## config.mk

```make
export PLATFORM = sky130hd
export DESIGN_NAME = biu_bridge_interrupt_unit
export DESIGN_NICKNAME = d
export VERILOG_FILES = /design/src/hw/biu_pkg.sv /design/src/hw/biu_bridge_interrupt_unit.sv
export VERILOG_INCLUDE_DIRS = /design/src /design/src/hw
export SDC_FILE = /design/constraint.sdc
export NUM_CORES = 1
export LEC_CHECK = 0
export BUFFER_PORTS_ARGS = -buffer_cell sky130_fd_sc_hd__buf_2
export CORE_AREA = 2 2 143 145
export CTS_CLUSTER_SIZE = 24
export DETAILED_ROUTE_END_ITERATION = 8
export DIE_AREA = 0 0 145 147
export GPL_ROUTABILITY_DRIVEN = 0
export HOLD_SLACK_MARGIN = 0.05
export PLACE_DENSITY = 0.62
export SLEW_MARGIN = 20
export SYNTH_ARGS = -nofsm -noshare
export SYNTH_HDL_FRONTEND = slang
export SYNTH_SLANG_ARGS = --single-unit
```

## constraint.sdc

```tcl
create_clock -name clock -period 4.04 [get_ports clock]
set_input_delay 0.202 -clock clock [delete_from_list [all_inputs] [get_ports clock]]
set_output_delay 0.202 -clock clock [all_outputs]
set_load 0.02 [all_outputs]
```

## src/hw/biu_map.svh

```systemverilog
`ifndef BIU_MAP_SVH
`define BIU_MAP_SVH
// What this block does
// [RULE1] Four software request bits set their pending bits and interrupt the routed output.
// [RULE2] Software requests have no enable; a set request always reaches status and output.
// [RULE3] Software interrupt drives its line while pending; writing one clears pending.
// [RULE4] Power change and six list sources each own enable, route and pending bits.
// [RULE5] An interrupt in one channel never stalls or alters the other channel.
// [RULE6] Rising configuration error flags set the config-status pending bit and interrupt.
// [RULE7] Config-status interrupt goes to the output picked by its own route bit.
// [RULE8] Master parity detected flag never feeds the config-status pending bit.
// [RULE9] Writing one to config-status pending clears the bit and its interrupt.
// [RULE10] A bus read of the acknowledge register starts a PCI acknowledge cycle.
// [RULE11] Acknowledge byte enables come from transfer size and low two address bits.
// [RULE12] The triggering read address is forwarded unchanged to the acknowledge cycle.
// [RULE13] Acknowledge reads are retried until data is latched, then returned on repeat.
// [RULE14] Writes to the acknowledge register from either bus change nothing.
// [RULE15] PCI reads of the acknowledge register return zero and start no cycle.
// [RULE16] The interrupt pin field resets to one.
// [RULE17] Interrupt pin field loads from serial config memory or the local bus.
// [RULE18] The interrupt pin field does not affect driving the PCI interrupt.
// [RULE19] Interrupt line field is read/write, resets to zero; unused means 0xFF.
// [RULE20] A hardware source reaches an output only while enabled; route picks which.
// [RULE21] Software clears the source condition before clearing its pending bit.
// [RULE22] Each output is the OR of pending, enabled sources routed to it.
// [RULE23] The route bit encoding is one fixed parameter for every source.

// Register byte offsets
`define BIU_OFS_STAT 8'h00
`define BIU_OFS_ENABLE 8'h04
`define BIU_OFS_ROUTE 8'h08
`define BIU_OFS_SWREQ 8'h0C
`define BIU_OFS_IACK 8'h10
`define BIU_OFS_MISC 8'h14
`define BIU_OFS_CFGST 8'h18
// Status bit positions
`define BIU_BIT_PWR 0
`define BIU_BIT_LIST 1
`define BIU_BIT_CFG 7
`define BIU_BIT_SW 8
`define BIU_NUM_HW 8
`define BIU_NUM_SW 4
`define BIU_NUM_SRC 12
// Config flag vector: bit 5 is the master parity flag
`define BIU_CFG_FLAGS 6
`define BIU_CFG_MASK 6'h1F
// Misc register fields
`define BIU_LINE_LSB 0
`define BIU_PIN_LSB 8
`define BIU_PIN_RESET 8'h01
`define BIU_LINE_RESET 8'h00
`endif

```

## src/hw/biu_pkg.sv

```systemverilog
package biu_pkg;
   typedef enum logic [1:0] {
      BIU_IDLE = 2'b00,
      BIU_BUSY = 2'b01,
      BIU_READY = 2'b11
   } biu_state_type;
   typedef struct packed {
      logic [31:0] addr;
      logic [3:0] byte_en;
   } biu_iack_type;
endpackage : biu_pkg

```

## src/hw/biu_bridge_interrupt_unit.sv

```systemverilog
// Register access over Wishbone and the address map were left to the implementer.
`timescale 1ns/1ps
`include "biu_map.svh"
module biu_bridge_interrupt_unit
   import biu_pkg::*;
#(
   parameter int ADDR_W = 32,
   parameter bit ROUTE_PCI = 1'b1
) (
   input wire logic clock,
   input wire logic rst_n,
   input wire logic wb_cyc_i,
   input wire logic wb_stb_i,
   input wire logic wb_we_i,
   input wire logic [ADDR_W-1:0] wb_adr_i,
   input wire logic [3:0] wb_sel_i,
   input wire logic [31:0] wb_dat_i,
   output logic [31:0] wb_dat_o,
   output logic wb_ack_o,
   output logic wb_err_o,
   output logic wb_rty_o,
   input wire logic [1:0] qbus_xfer_size,
   input wire logic power_change_src,
   input wire logic [5:0] list_src,
   input wire logic [`BIU_CFG_FLAGS-1:0] cfg_flags,
   output logic qbus_irq_out_n,
   output logic pci_inta_n,
   output logic iack_req,
   output biu_iack_type iack_cmd,
   input wire logic iack_done,
   input wire logic [31:0] iack_data,
   input wire logic pci_reg_rd,
   input wire logic pci_reg_wr,
   input wire logic pci_reg_is_iack,
   input wire logic pci_reg_is_misc,
   input wire logic [31:0] pci_reg_wdata,
   output logic [31:0] pci_reg_rdata,
   input wire logic eeprom_load,
   input wire logic [7:0] eeprom_int_pin
);

   if (ADDR_W < 8 || ADDR_W > 32) begin : g_chk
      $error("ADDR_W must be 8 to 32");
   end

   // ****************************************
   // Bus decode
   // ****************************************
   logic req;
   logic resp_r;
   logic [7:0] ofs;
   logic hit;
   logic is_iack;
   logic [31:0] wmask;
   logic [31:0] wd;
   logic wr_stat;
   logic wr_en;
   logic wr_route;
   logic wr_swreq;
   logic wr_misc;
   logic rd_iack;

   assign req = wb_cyc_i && wb_stb_i && !resp_r;
   assign ofs = wb_adr_i[7:0];
   assign is_iack = (ofs[7:2] == `BIU_OFS_IACK >> 2);
   assign wmask = {{8{wb_sel_i[3]}}, {8{wb_sel_i[2]}}, {8{wb_sel_i[1]}}, {8{wb_sel_i[0]}}};
   assign wd = wb_dat_i & wmask;

   always_comb begin
      hit = 1'b1;
      if (ofs[7:2] == `BIU_OFS_STAT >> 2) begin
      end else if (ofs[7:2] == `BIU_OFS_ENABLE >> 2) begin
      end else if (ofs[7:2] == `BIU_OFS_ROUTE >> 2) begin
      end else if (ofs[7:2] == `BIU_OFS_SWREQ >> 2) begin
      end else if (is_iack) begin
      end else if (ofs[7:2] == `BIU_OFS_MISC >> 2) begin
      end else if (ofs[7:2] == `BIU_OFS_CFGST >> 2) begin
      end else begin
         hit = 1'b0;
      end
   end

   assign wr_stat = req && wb_we_i && (ofs[7:2] == `BIU_OFS_STAT >> 2);
   assign wr_en = req && wb_we_i && (ofs[7:2] == `BIU_OFS_ENABLE >> 2);
   assign wr_route = req && wb_we_i && (ofs[7:2] == `BIU_OFS_ROUTE >> 2);
   assign wr_swreq = req && wb_we_i && (ofs[7:2] == `BIU_OFS_SWREQ >> 2);
   assign wr_misc = req && wb_we_i && (ofs[7:2] == `BIU_OFS_MISC >> 2);
   assign rd_iack = req && !wb_we_i && is_iack;

   // ****************************************
   // Interrupt sources
   // ****************************************
   logic [`BIU_NUM_HW-1:0] en_r;
   logic [`BIU_NUM_SRC-1:0] route_r;
   logic [`BIU_NUM_SW-1:0] sw_req_r;
   logic [`BIU_NUM_SRC-1:0] stat_r;
   logic [`BIU_NUM_SRC-1:0] stat_nxt;
   logic [`BIU_CFG_FLAGS-1:0] cfg_prev_r;
   logic cfg_rise;
   logic [`BIU_NUM_SRC-1:0] set_vec;
   logic [`BIU_NUM_SRC-1:0] en_full;
   logic [`BIU_NUM_SRC-1:0] to_pci;

   // Master parity flag masked out: it has its own source elsewhere
   assign cfg_rise = |(cfg_flags & ~cfg_prev_r & `BIU_CFG_MASK); // [RULE6] [RULE8]

   // Levels re-set pending every cycle, so a live source survives a clear
   assign set_vec = {sw_req_r, cfg_rise, list_src, power_change_src}; // [RULE1] [RULE4] [RULE21]
   assign stat_nxt = (stat_r & ~(wr_stat ? wd[`BIU_NUM_SRC-1:0] : '0)) | set_vec; // [RULE3] [RULE9]

   always_ff @(posedge clock) begin
      if (!rst_n) begin
         stat_r <= '0;
         cfg_prev_r <= '0;
      end else begin
         stat_r <= stat_nxt;
         cfg_prev_r <= cfg_flags;
      end
   end

   always_ff @(posedge clock) begin
      if (!rst_n) begin
         en_r <= '0;
         route_r <= '0;
         sw_req_r <= '0;
      end else begin
         if (wr_en) begin
            en_r <= (en_r & ~wmask[`BIU_NUM_HW-1:0]) | wd[`BIU_NUM_HW-1:0];
         end
         if (wr_route) begin
            route_r <= (route_r & ~wmask[`BIU_NUM_SRC-1:0]) | wd[`BIU_NUM_SRC-1:0];
         end
         if (wr_swreq) begin
            sw_req_r <= (sw_req_r & ~wmask[`BIU_NUM_SW-1:0]) | wd[`BIU_NUM_SW-1:0];
         end
      end
   end

   // ****************************************
   // Output routing
   // ****************************************
   // Software sources carry no enable
   assign en_full = {{`BIU_NUM_SW{1'b1}}, en_r}; // [RULE2] [RULE20]
   assign to_pci = ROUTE_PCI ? route_r : ~route_r; // [RULE7] [RULE23]

   // Pin field is deliberately absent here
   always_ff @(posedge clock) begin
      if (!rst_n) begin
         pci_inta_n <= 1'b1;
         qbus_irq_out_n <= 1'b1;
      end else begin
         pci_inta_n <= !(|(stat_nxt & en_full & to_pci)); // [RULE22] [RULE18]
         qbus_irq_out_n <= !(|(stat_nxt & en_full & ~to_pci)); // [RULE22]
      end
   end

   // ****************************************
   // Acknowledge cycle
   // ****************************************
   biu_state_type state_r;
   logic [31:0] iack_data_r;
   logic [3:0] be_calc;

   always_comb begin
      logic [2:0] nbytes;
      nbytes = (qbus_xfer_size == 2'b00) ? 3'd4 : {1'b0, qbus_xfer_size};
      be_calc = 4'h0;
      for (int i = 0; i < 4; i++) begin
         if (i >= int'(wb_adr_i[1:0]) && i < int'(wb_adr_i[1:0]) + int'(nbytes)) begin
            be_calc[i] = 1'b1; // [RULE11]
         end
      end
   end

   // Own master port: local bus traffic elsewhere never waits on it
   always_ff @(posedge clock) begin
      if (!rst_n) begin
         state_r <= BIU_IDLE;
         iack_cmd <= '0;
         iack_data_r <= '0;
      end else begin
         case (state_r)
            BIU_IDLE: begin
               if (rd_iack) begin
                  state_r <= BIU_BUSY; // [RULE10] [RULE5]
                  iack_cmd.addr <= 32'(wb_adr_i); // [RULE12]
                  iack_cmd.byte_en <= be_calc; // [RULE11]
               end
            end
            BIU_BUSY: begin
               if (iack_done) begin
                  iack_data_r <= iack_data; // [RULE13]
                  state_r <= BIU_READY;
               end
            end
            BIU_READY: begin
               if (rd_iack) begin
                  state_r <= BIU_IDLE; // [RULE13]
               end
            end
            default: begin
               state_r <= BIU_IDLE;
            end
         endcase
      end
   end

   assign iack_req = (state_r == BIU_BUSY);

   // ****************************************
   // Bus response
   // ****************************************
   logic [7:0] line_r;
   logic [7:0] pin_r;

   always_ff @(posedge clock) begin
      if (!rst_n) begin
         wb_ack_o <= 1'b0;
         wb_err_o <= 1'b0;
         wb_rty_o <= 1'b0;
         wb_dat_o <= '0;
      end else begin
         wb_ack_o <= 1'b0;
         wb_err_o <= 1'b0;
         wb_rty_o <= 1'b0;
         if (req) begin
            wb_dat_o <= '0;
            if (!hit) begin
               wb_err_o <= 1'b1;
            end else if (rd_iack && state_r != BIU_READY) begin
               wb_rty_o <= 1'b1; // [RULE13]
            end else begin
               wb_ack_o <= 1'b1; // [RULE14]
               if (!wb_we_i) begin
                  if (ofs[7:2] == `BIU_OFS_STAT >> 2) begin
                     wb_dat_o <= 32'(stat_r);
                  end else if (ofs[7:2] == `BIU_OFS_ENABLE >> 2) begin
                     wb_dat_o <= 32'(en_r);
                  end else if (ofs[7:2] == `BIU_OFS_ROUTE >> 2) begin
                     wb_dat_o <= 32'(route_r);
                  end else if (ofs[7:2] == `BIU_OFS_SWREQ >> 2) begin
                     wb_dat_o <= 32'(sw_req_r);
                  end else if (is_iack) begin
                     wb_dat_o <= iack_data_r; // [RULE13]
                  end else if (ofs[7:2] == `BIU_OFS_MISC >> 2) begin
                     wb_dat_o <= {16'h0000, pin_r, line_r};
                  end else begin
                     wb_dat_o <= 32'(cfg_flags);
                  end
               end
            end
         end
      end
   end

   assign resp_r = wb_ack_o || wb_err_o || wb_rty_o;

   // ****************************************
   // Config fields and PCI target reads
   // ****************************************
   always_ff @(posedge clock) begin
      if (!rst_n) begin
         pin_r <= `BIU_PIN_RESET; // [RULE16]
         line_r <= `BIU_LINE_RESET; // [RULE19]
      end else begin
         if (eeprom_load) begin
            pin_r <= eeprom_int_pin; // [RULE17]
         end else if (wr_misc && wb_sel_i[1]) begin
            pin_r <= wb_dat_i[`BIU_PIN_LSB+:8]; // [RULE17]
         end
         if (pci_reg_wr && pci_reg_is_misc) begin
            line_r <= pci_reg_wdata[`BIU_LINE_LSB+:8]; // [RULE19]
         end else if (wr_misc && wb_sel_i[0]) begin
            line_r <= wb_dat_i[`BIU_LINE_LSB+:8]; // [RULE19]
         end
      end
   end

   // PCI side sees zero for the acknowledge register and never triggers it
   always_ff @(posedge clock) begin
      if (!rst_n) begin
         pci_reg_rdata <= '0;
      end else if (pci_reg_rd) begin
         pci_reg_rdata <= pci_reg_is_misc ? {16'h0000, pin_r, line_r} : 32'h00000000; // [RULE15]
      end
   end

   // ****************************************
   // Assertions
   // ****************************************
   sw_set_a: assert property (@(posedge clock) disable iff (!rst_n) // [RULE1]
      (sw_req_r[0] ##1 sw_req_r[0]) |-> stat_r[`BIU_BIT_SW])
      else $error("software request did not set pending");
   sw_drive_a: assert property (@(posedge clock) disable iff (!rst_n) // [RULE2]
      (stat_r[`BIU_BIT_SW] && to_pci[`BIU_BIT_SW] && !(wr_stat && wd[`BIU_BIT_SW])) |=> !pci_inta_n)
      else $error("software pending not driving pci");
   sw_clear_a: assert property (@(posedge clock) disable iff (!rst_n) // [RULE3]
      (wr_stat && wd[`BIU_BIT_SW] && !sw_req_r[0]) |=> !stat_r[`BIU_BIT_SW])
      else $error("software pending not cleared");
   cfg_set_a: assert property (@(posedge clock) disable iff (!rst_n) // [RULE6]
      cfg_rise |=> stat_r[`BIU_BIT_CFG])
      else $error("config flag rise lost");
   md_excl_a: assert property (@(posedge clock) disable iff (!rst_n) // [RULE8]
      (!stat_r[`BIU_BIT_CFG] && cfg_flags[5] && !cfg_prev_r[5] && (cfg_flags[4:0] & ~cfg_prev_r[4:0]) == 5'h00)
      |=> !stat_r[`BIU_BIT_CFG])
      else $error("master parity fed config status");
   cfg_clr_a: assert property (@(posedge clock) disable iff (!rst_n) // [RULE9]
      (wr_stat && wd[`BIU_BIT_CFG] && !cfg_rise) |=> !stat_r[`BIU_BIT_CFG])
      else $error("config status not cleared");
   hw_gate_a: assert property (@(posedge clock) disable iff (!rst_n) // [RULE20]
      ((stat_nxt[`BIU_NUM_HW-1:0] & en_r) == 8'h00 && stat_nxt[`BIU_NUM_SRC-1:`BIU_BIT_SW] == 4'h0)
      |=> pci_inta_n && qbus_irq_out_n)
      else $error("output without pending source");
   iack_go_a: assert property (@(posedge clock) disable iff (!rst_n) // [RULE10]
      (rd_iack && state_r == BIU_IDLE) |=> iack_req && wb_rty_o && iack_cmd.addr == 32'($past(wb_adr_i)))
      else $error("acknowledge cycle not started");
   iack_ret_a: assert property (@(posedge clock) disable iff (!rst_n) // [RULE13]
      (rd_iack && state_r == BIU_READY) |=> wb_ack_o && wb_dat_o == $past(iack_data_r) && state_r == BIU_IDLE)
      else $error("latched acknowledge data not returned");
   iack_wr_a: assert property (@(posedge clock) disable iff (!rst_n) // [RULE14]
      (req && wb_we_i && is_iack && !iack_done) |=> $stable(state_r) && $stable(iack_data_r))
      else $error("write changed acknowledge state");
   pci_zero_a: assert property (@(posedge clock) disable iff (!rst_n) // [RULE15]
      (pci_reg_rd && pci_reg_is_iack && !pci_reg_is_misc) |=> pci_reg_rdata == 32'h00000000)
      else $error("pci acknowledge read not zero");
   pin_rst_a: assert property (@(posedge clock) // [RULE16]
      $past(!rst_n) |-> pin_r == `BIU_PIN_RESET && line_r == `BIU_LINE_RESET)
      else $error("config fields wrong after reset");

endmodule : biu_bridge_interrupt_unit

```

==> results.md <==
* Net switching power figure at 0.9745 mW
* Flop-to-flop setup slack at 1.48 ns
* Clk_skew at 0.01043 ns
* Sink Count at 180
* Nets@finish at 1373
* Clk network pwr share at 45.0%
* First-pass GRT wire length at 38490 µm
* Mapped Cells at 948
* Root Buffer: clkbuf_16
* CP max stage cell: nor3_2
* Proportion of synthesized area in mux cells at 6.514%
* Post-synth EDFFs at 0
* Antenna violations before repair at 0
* Sequential share of power at 46.5%
* Hold Path Origin: pci_reg_wdata[6]
* Synth warnings at 0
* Worst Setup Start Kind: register
* Top post-synthesis cells by area: dfxtp_1 (46%), nand2_1 (9.2%), a21oi_1 (8.0%)
* Die area at 21320 µm²
* Worst-path cell chain: nand4bb_1 > nor3_2 > and3_1 > mux2_1 > mux2i_1 > nor2_1
* Most area-hungry cell type in the Yosys netlist: dfxtp_1
* Post-Synth Adder-Cell Area at 0.5791%
* H-tree levels at 4
* Starting Density at 39.20%
* Req. time, crit path at 4.33 ns
* Largest family of logic cells by synthesized area: simple AND/OR/NAND/NOR gates
* Vias in the first global route at 7113
* CTS Buffer Depth at 2
* Antenna Nets Post-Route at 0
* Tmin final at 2.556 ns
* Logic pwr share at 8.4%
* Num CTS Buffers at 17
* Max VDD drop at 288.4 µV
* Slew @ Worst Pin at 1.073 ns
* Hold Path Stages at 3
* Synth top area share at 46.32%
* Simple-gate share of the synthesized area at 23.23%
* RSZ-0062 raised after global routing: no
* Antenna Cells at 0
* Post-synthesis sequential area ratio at 46.32%
* Hold slack final at 0.06688 ns
* CP Depth at 6
* Power, Total at 3.912 mW
* Kind of critical path: register to register
* Mean Syn Cell Area at 8.205 µm²
* HP Class: input pin to register
* Clk slew on worst S/H paths at 0.07 ns
* Chip height at 147 µm
* Leakage power at 4.260 nW
* GR Util All Layers at 22.83%
* Remaining DRCs at 0
* Max Fclk at 391.2 MHz
* Area of the core at 19840 µm²
* Top cells by count, synth: nand2_1 (191), dfxtp_1 (180), a21oi_1 (124)
* Routed len/inst at 16.66 µm
* Worst-path maximum fanout at 10
* DR vias at 7632
* Setup TNS at 0 ns
* Flops & latches, synth at 180
* Int Pwr at 2.937 mW
* Die Wd at 145 µm
* Crit path DAT at 2.85 ns
* Drt first-iter violations at 528
* Grt total ovfl at 0
* CP bufs+invs at 0
* IO Pins at 272
* Final period utilization at 63.27%
* Hold Path End: line_r[6]
* CP endpoint kind: register
* Synthesized area at 7779 µm²
* Reg2reg start: wb_ack_o
* Rows at 52
* Status: completed
* Worst r2r dst: pin_r[3]
* Synth Area in XOR/XNOR at 0%
* P per Cell Area at 377.6 nW/µm²
* DP Wirelength at 17520 µm
* R2r worst-path depth at 6
* IO buf count at 212
* Predominant post-synthesis flop cell: dfxtp_1
* Hold Fails Final Rpt at 0
* Net Sw Frac at 24.91%
* Relative slew slack at 28.26%
* Via density at 5.132
* Most common cell in the synthesized netlist: nand2_1
* Largest net degree at the start of global routing at 78
* Post-cts sizing count at 0
* Clock Latency Late Sink at 0.44 ns
* Compound-Gate Fraction of Synth Area at 17.58%
* Layout cells sized above 1 at 23.09%
* WL final at 24770 µm
* Largest stage delay on the critical path at 0.66 ns
* FFs w/ async S/R, synth at 0%
* Syn-to-layout area delta at 33.17%
* Count of distinct cell types in the synthesized netlist at 66
* CP top delay family: simple AND/OR/NAND/NOR gates
* Drt first pass iters at 5
* Final setup violation count at 0
* Max-slew violations at 0
* CTS tree: built
* Total of max-cap violations at 0
cell usage in the layout (no fill, tap or decap), types with 3 or more instances in the layout:
cell type / Yosys / final
a2111oi_0: 4 / 3
mux2_1: 8 / 8
a311oi_1: 8 / 8
inv_6: 0 / 3
inv_1: 18 / 17
nand2_1: 191 / 190
conb_1: 1 / 16
nor3_2: 3 / 3
a21oi_1: 124 / 124
inv_8: 0 / 3
buf_2: 8 / 212
and2_1: 6 / 6
and3_1: 7 / 7
a22oi_1: 27 / 27
nor2b_1: 7 / 7
buf_4: 17 / 11
o211ai_1: 4 / 4
clkbuf_16: 0 / 17
dlygate4sd3_1: 0 / 77
nor2_1: 90 / 90
dfxtp_1: 180 / 180
bufinv_16: 0 / 3
o22ai_1: 13 / 13
nand2b_1: 17 / 17
mux2i_1: 27 / 27
clkinvlp_4: 0 / 3
mux2_2: 5 / 5
nand3_1: 50 / 50
o2bb2ai_1: 3 / 3
mux4_2: 4 / 4
o2111ai_1: 4 / 4
nor3_1: 5 / 5
a31oi_1: 4 / 4
o21ai_0: 14 / 14
or3_1: 3 / 3
power groups by stage:
| stage | sequential (mW) | clock, mW | combinational [mW] |
|---|---|---|---|
| 2_1_floorplan | 1.86 | 0 | 0.159 |
| 3_3_place_gp | 1.86 | 0 | 0.265 |
| 3_5_place_dp | 1.86 | 0 | 0.267 |
| 4_1_cts | 1.82 | 1.79 | 0.328 |
| 5_1_grt | 1.82 | 1.86 | 0.361 |
| 6_report | 1.82 | 1.76 | 0.330 |
timing repair:
| action | in CTS | in global routing |
|---|---|---|
| buffers inserted | 0 | 0 |
| hold endpoints to repair | 77 | 0 |
| hold buffers | 77 | 0 |
final cells by class:
class | count | area [µm²]
Clock buffer | 17 | 425.4
Tap cell | 270 | 337.8
Sequential cell | 180 | 3603
Inverter | 20 | 77.57
Multi-Input combinational cell | 684 | 3790
Fill cell | 1902 | 9485
Clock inverter | 15 | 195.2
Timing Repair Buffer | 301 | 1929
logic make-up (layout without fill, tap and decap cells):
logic type,count (synthesis),after routing
other,1,16
buffers and inverters,99,353
DFF,180,180
muxes,44,44
AOI/OAI and AO/OA,222,222
adders and majority gates,3,3
and+or+nand+nor,399,399
layer usage:
layer | GRT usage [%] | wire [µm]
met1 | 30.27 | 10900
met3 | 4.286 | 1475
met2 | 37.81 | 11900
met5 | 0 | 0
met4 | 7.277 | 495
worst min-delay path: stages:
cell and delay (ns):
buf_2 0.10, nand3_1 0.07, a311oi_1 0.08
how the worst max path moves through the flow:
| stage | startpoint | slack (ns) | end |
|---|---|---|---|
| after floorplan | wb_ack_o | 1.93 | pin_r[0] |
| after global placement | wb_adr_i[4] | 1.17 | pin_r[6] |
| after detailed placement | wb_adr_i[4] | 1.09 | pin_r[5] |
| after CTS | wb_ack_o | 1.48 | pin_r[3] |
| after global routing | wb_ack_o | 1.33 | pin_r[3] |
| final | wb_ack_o | 1.48 | pin_r[3] |
metrics by stage:
stage               setup WS, ns  area (µm²)  cells  utilization [%]
finish                     1.484       10360   1487            52.20
global route               1.330       10360   1487            52.20
CTS                        1.476       10360   1487            52.19
detailed placement         1.091        8966   1378            45.18
global placement           1.166        8949   1377            45.09
floorplan                  1.933        7835    963                -
(Power assumes the default switching activity.)
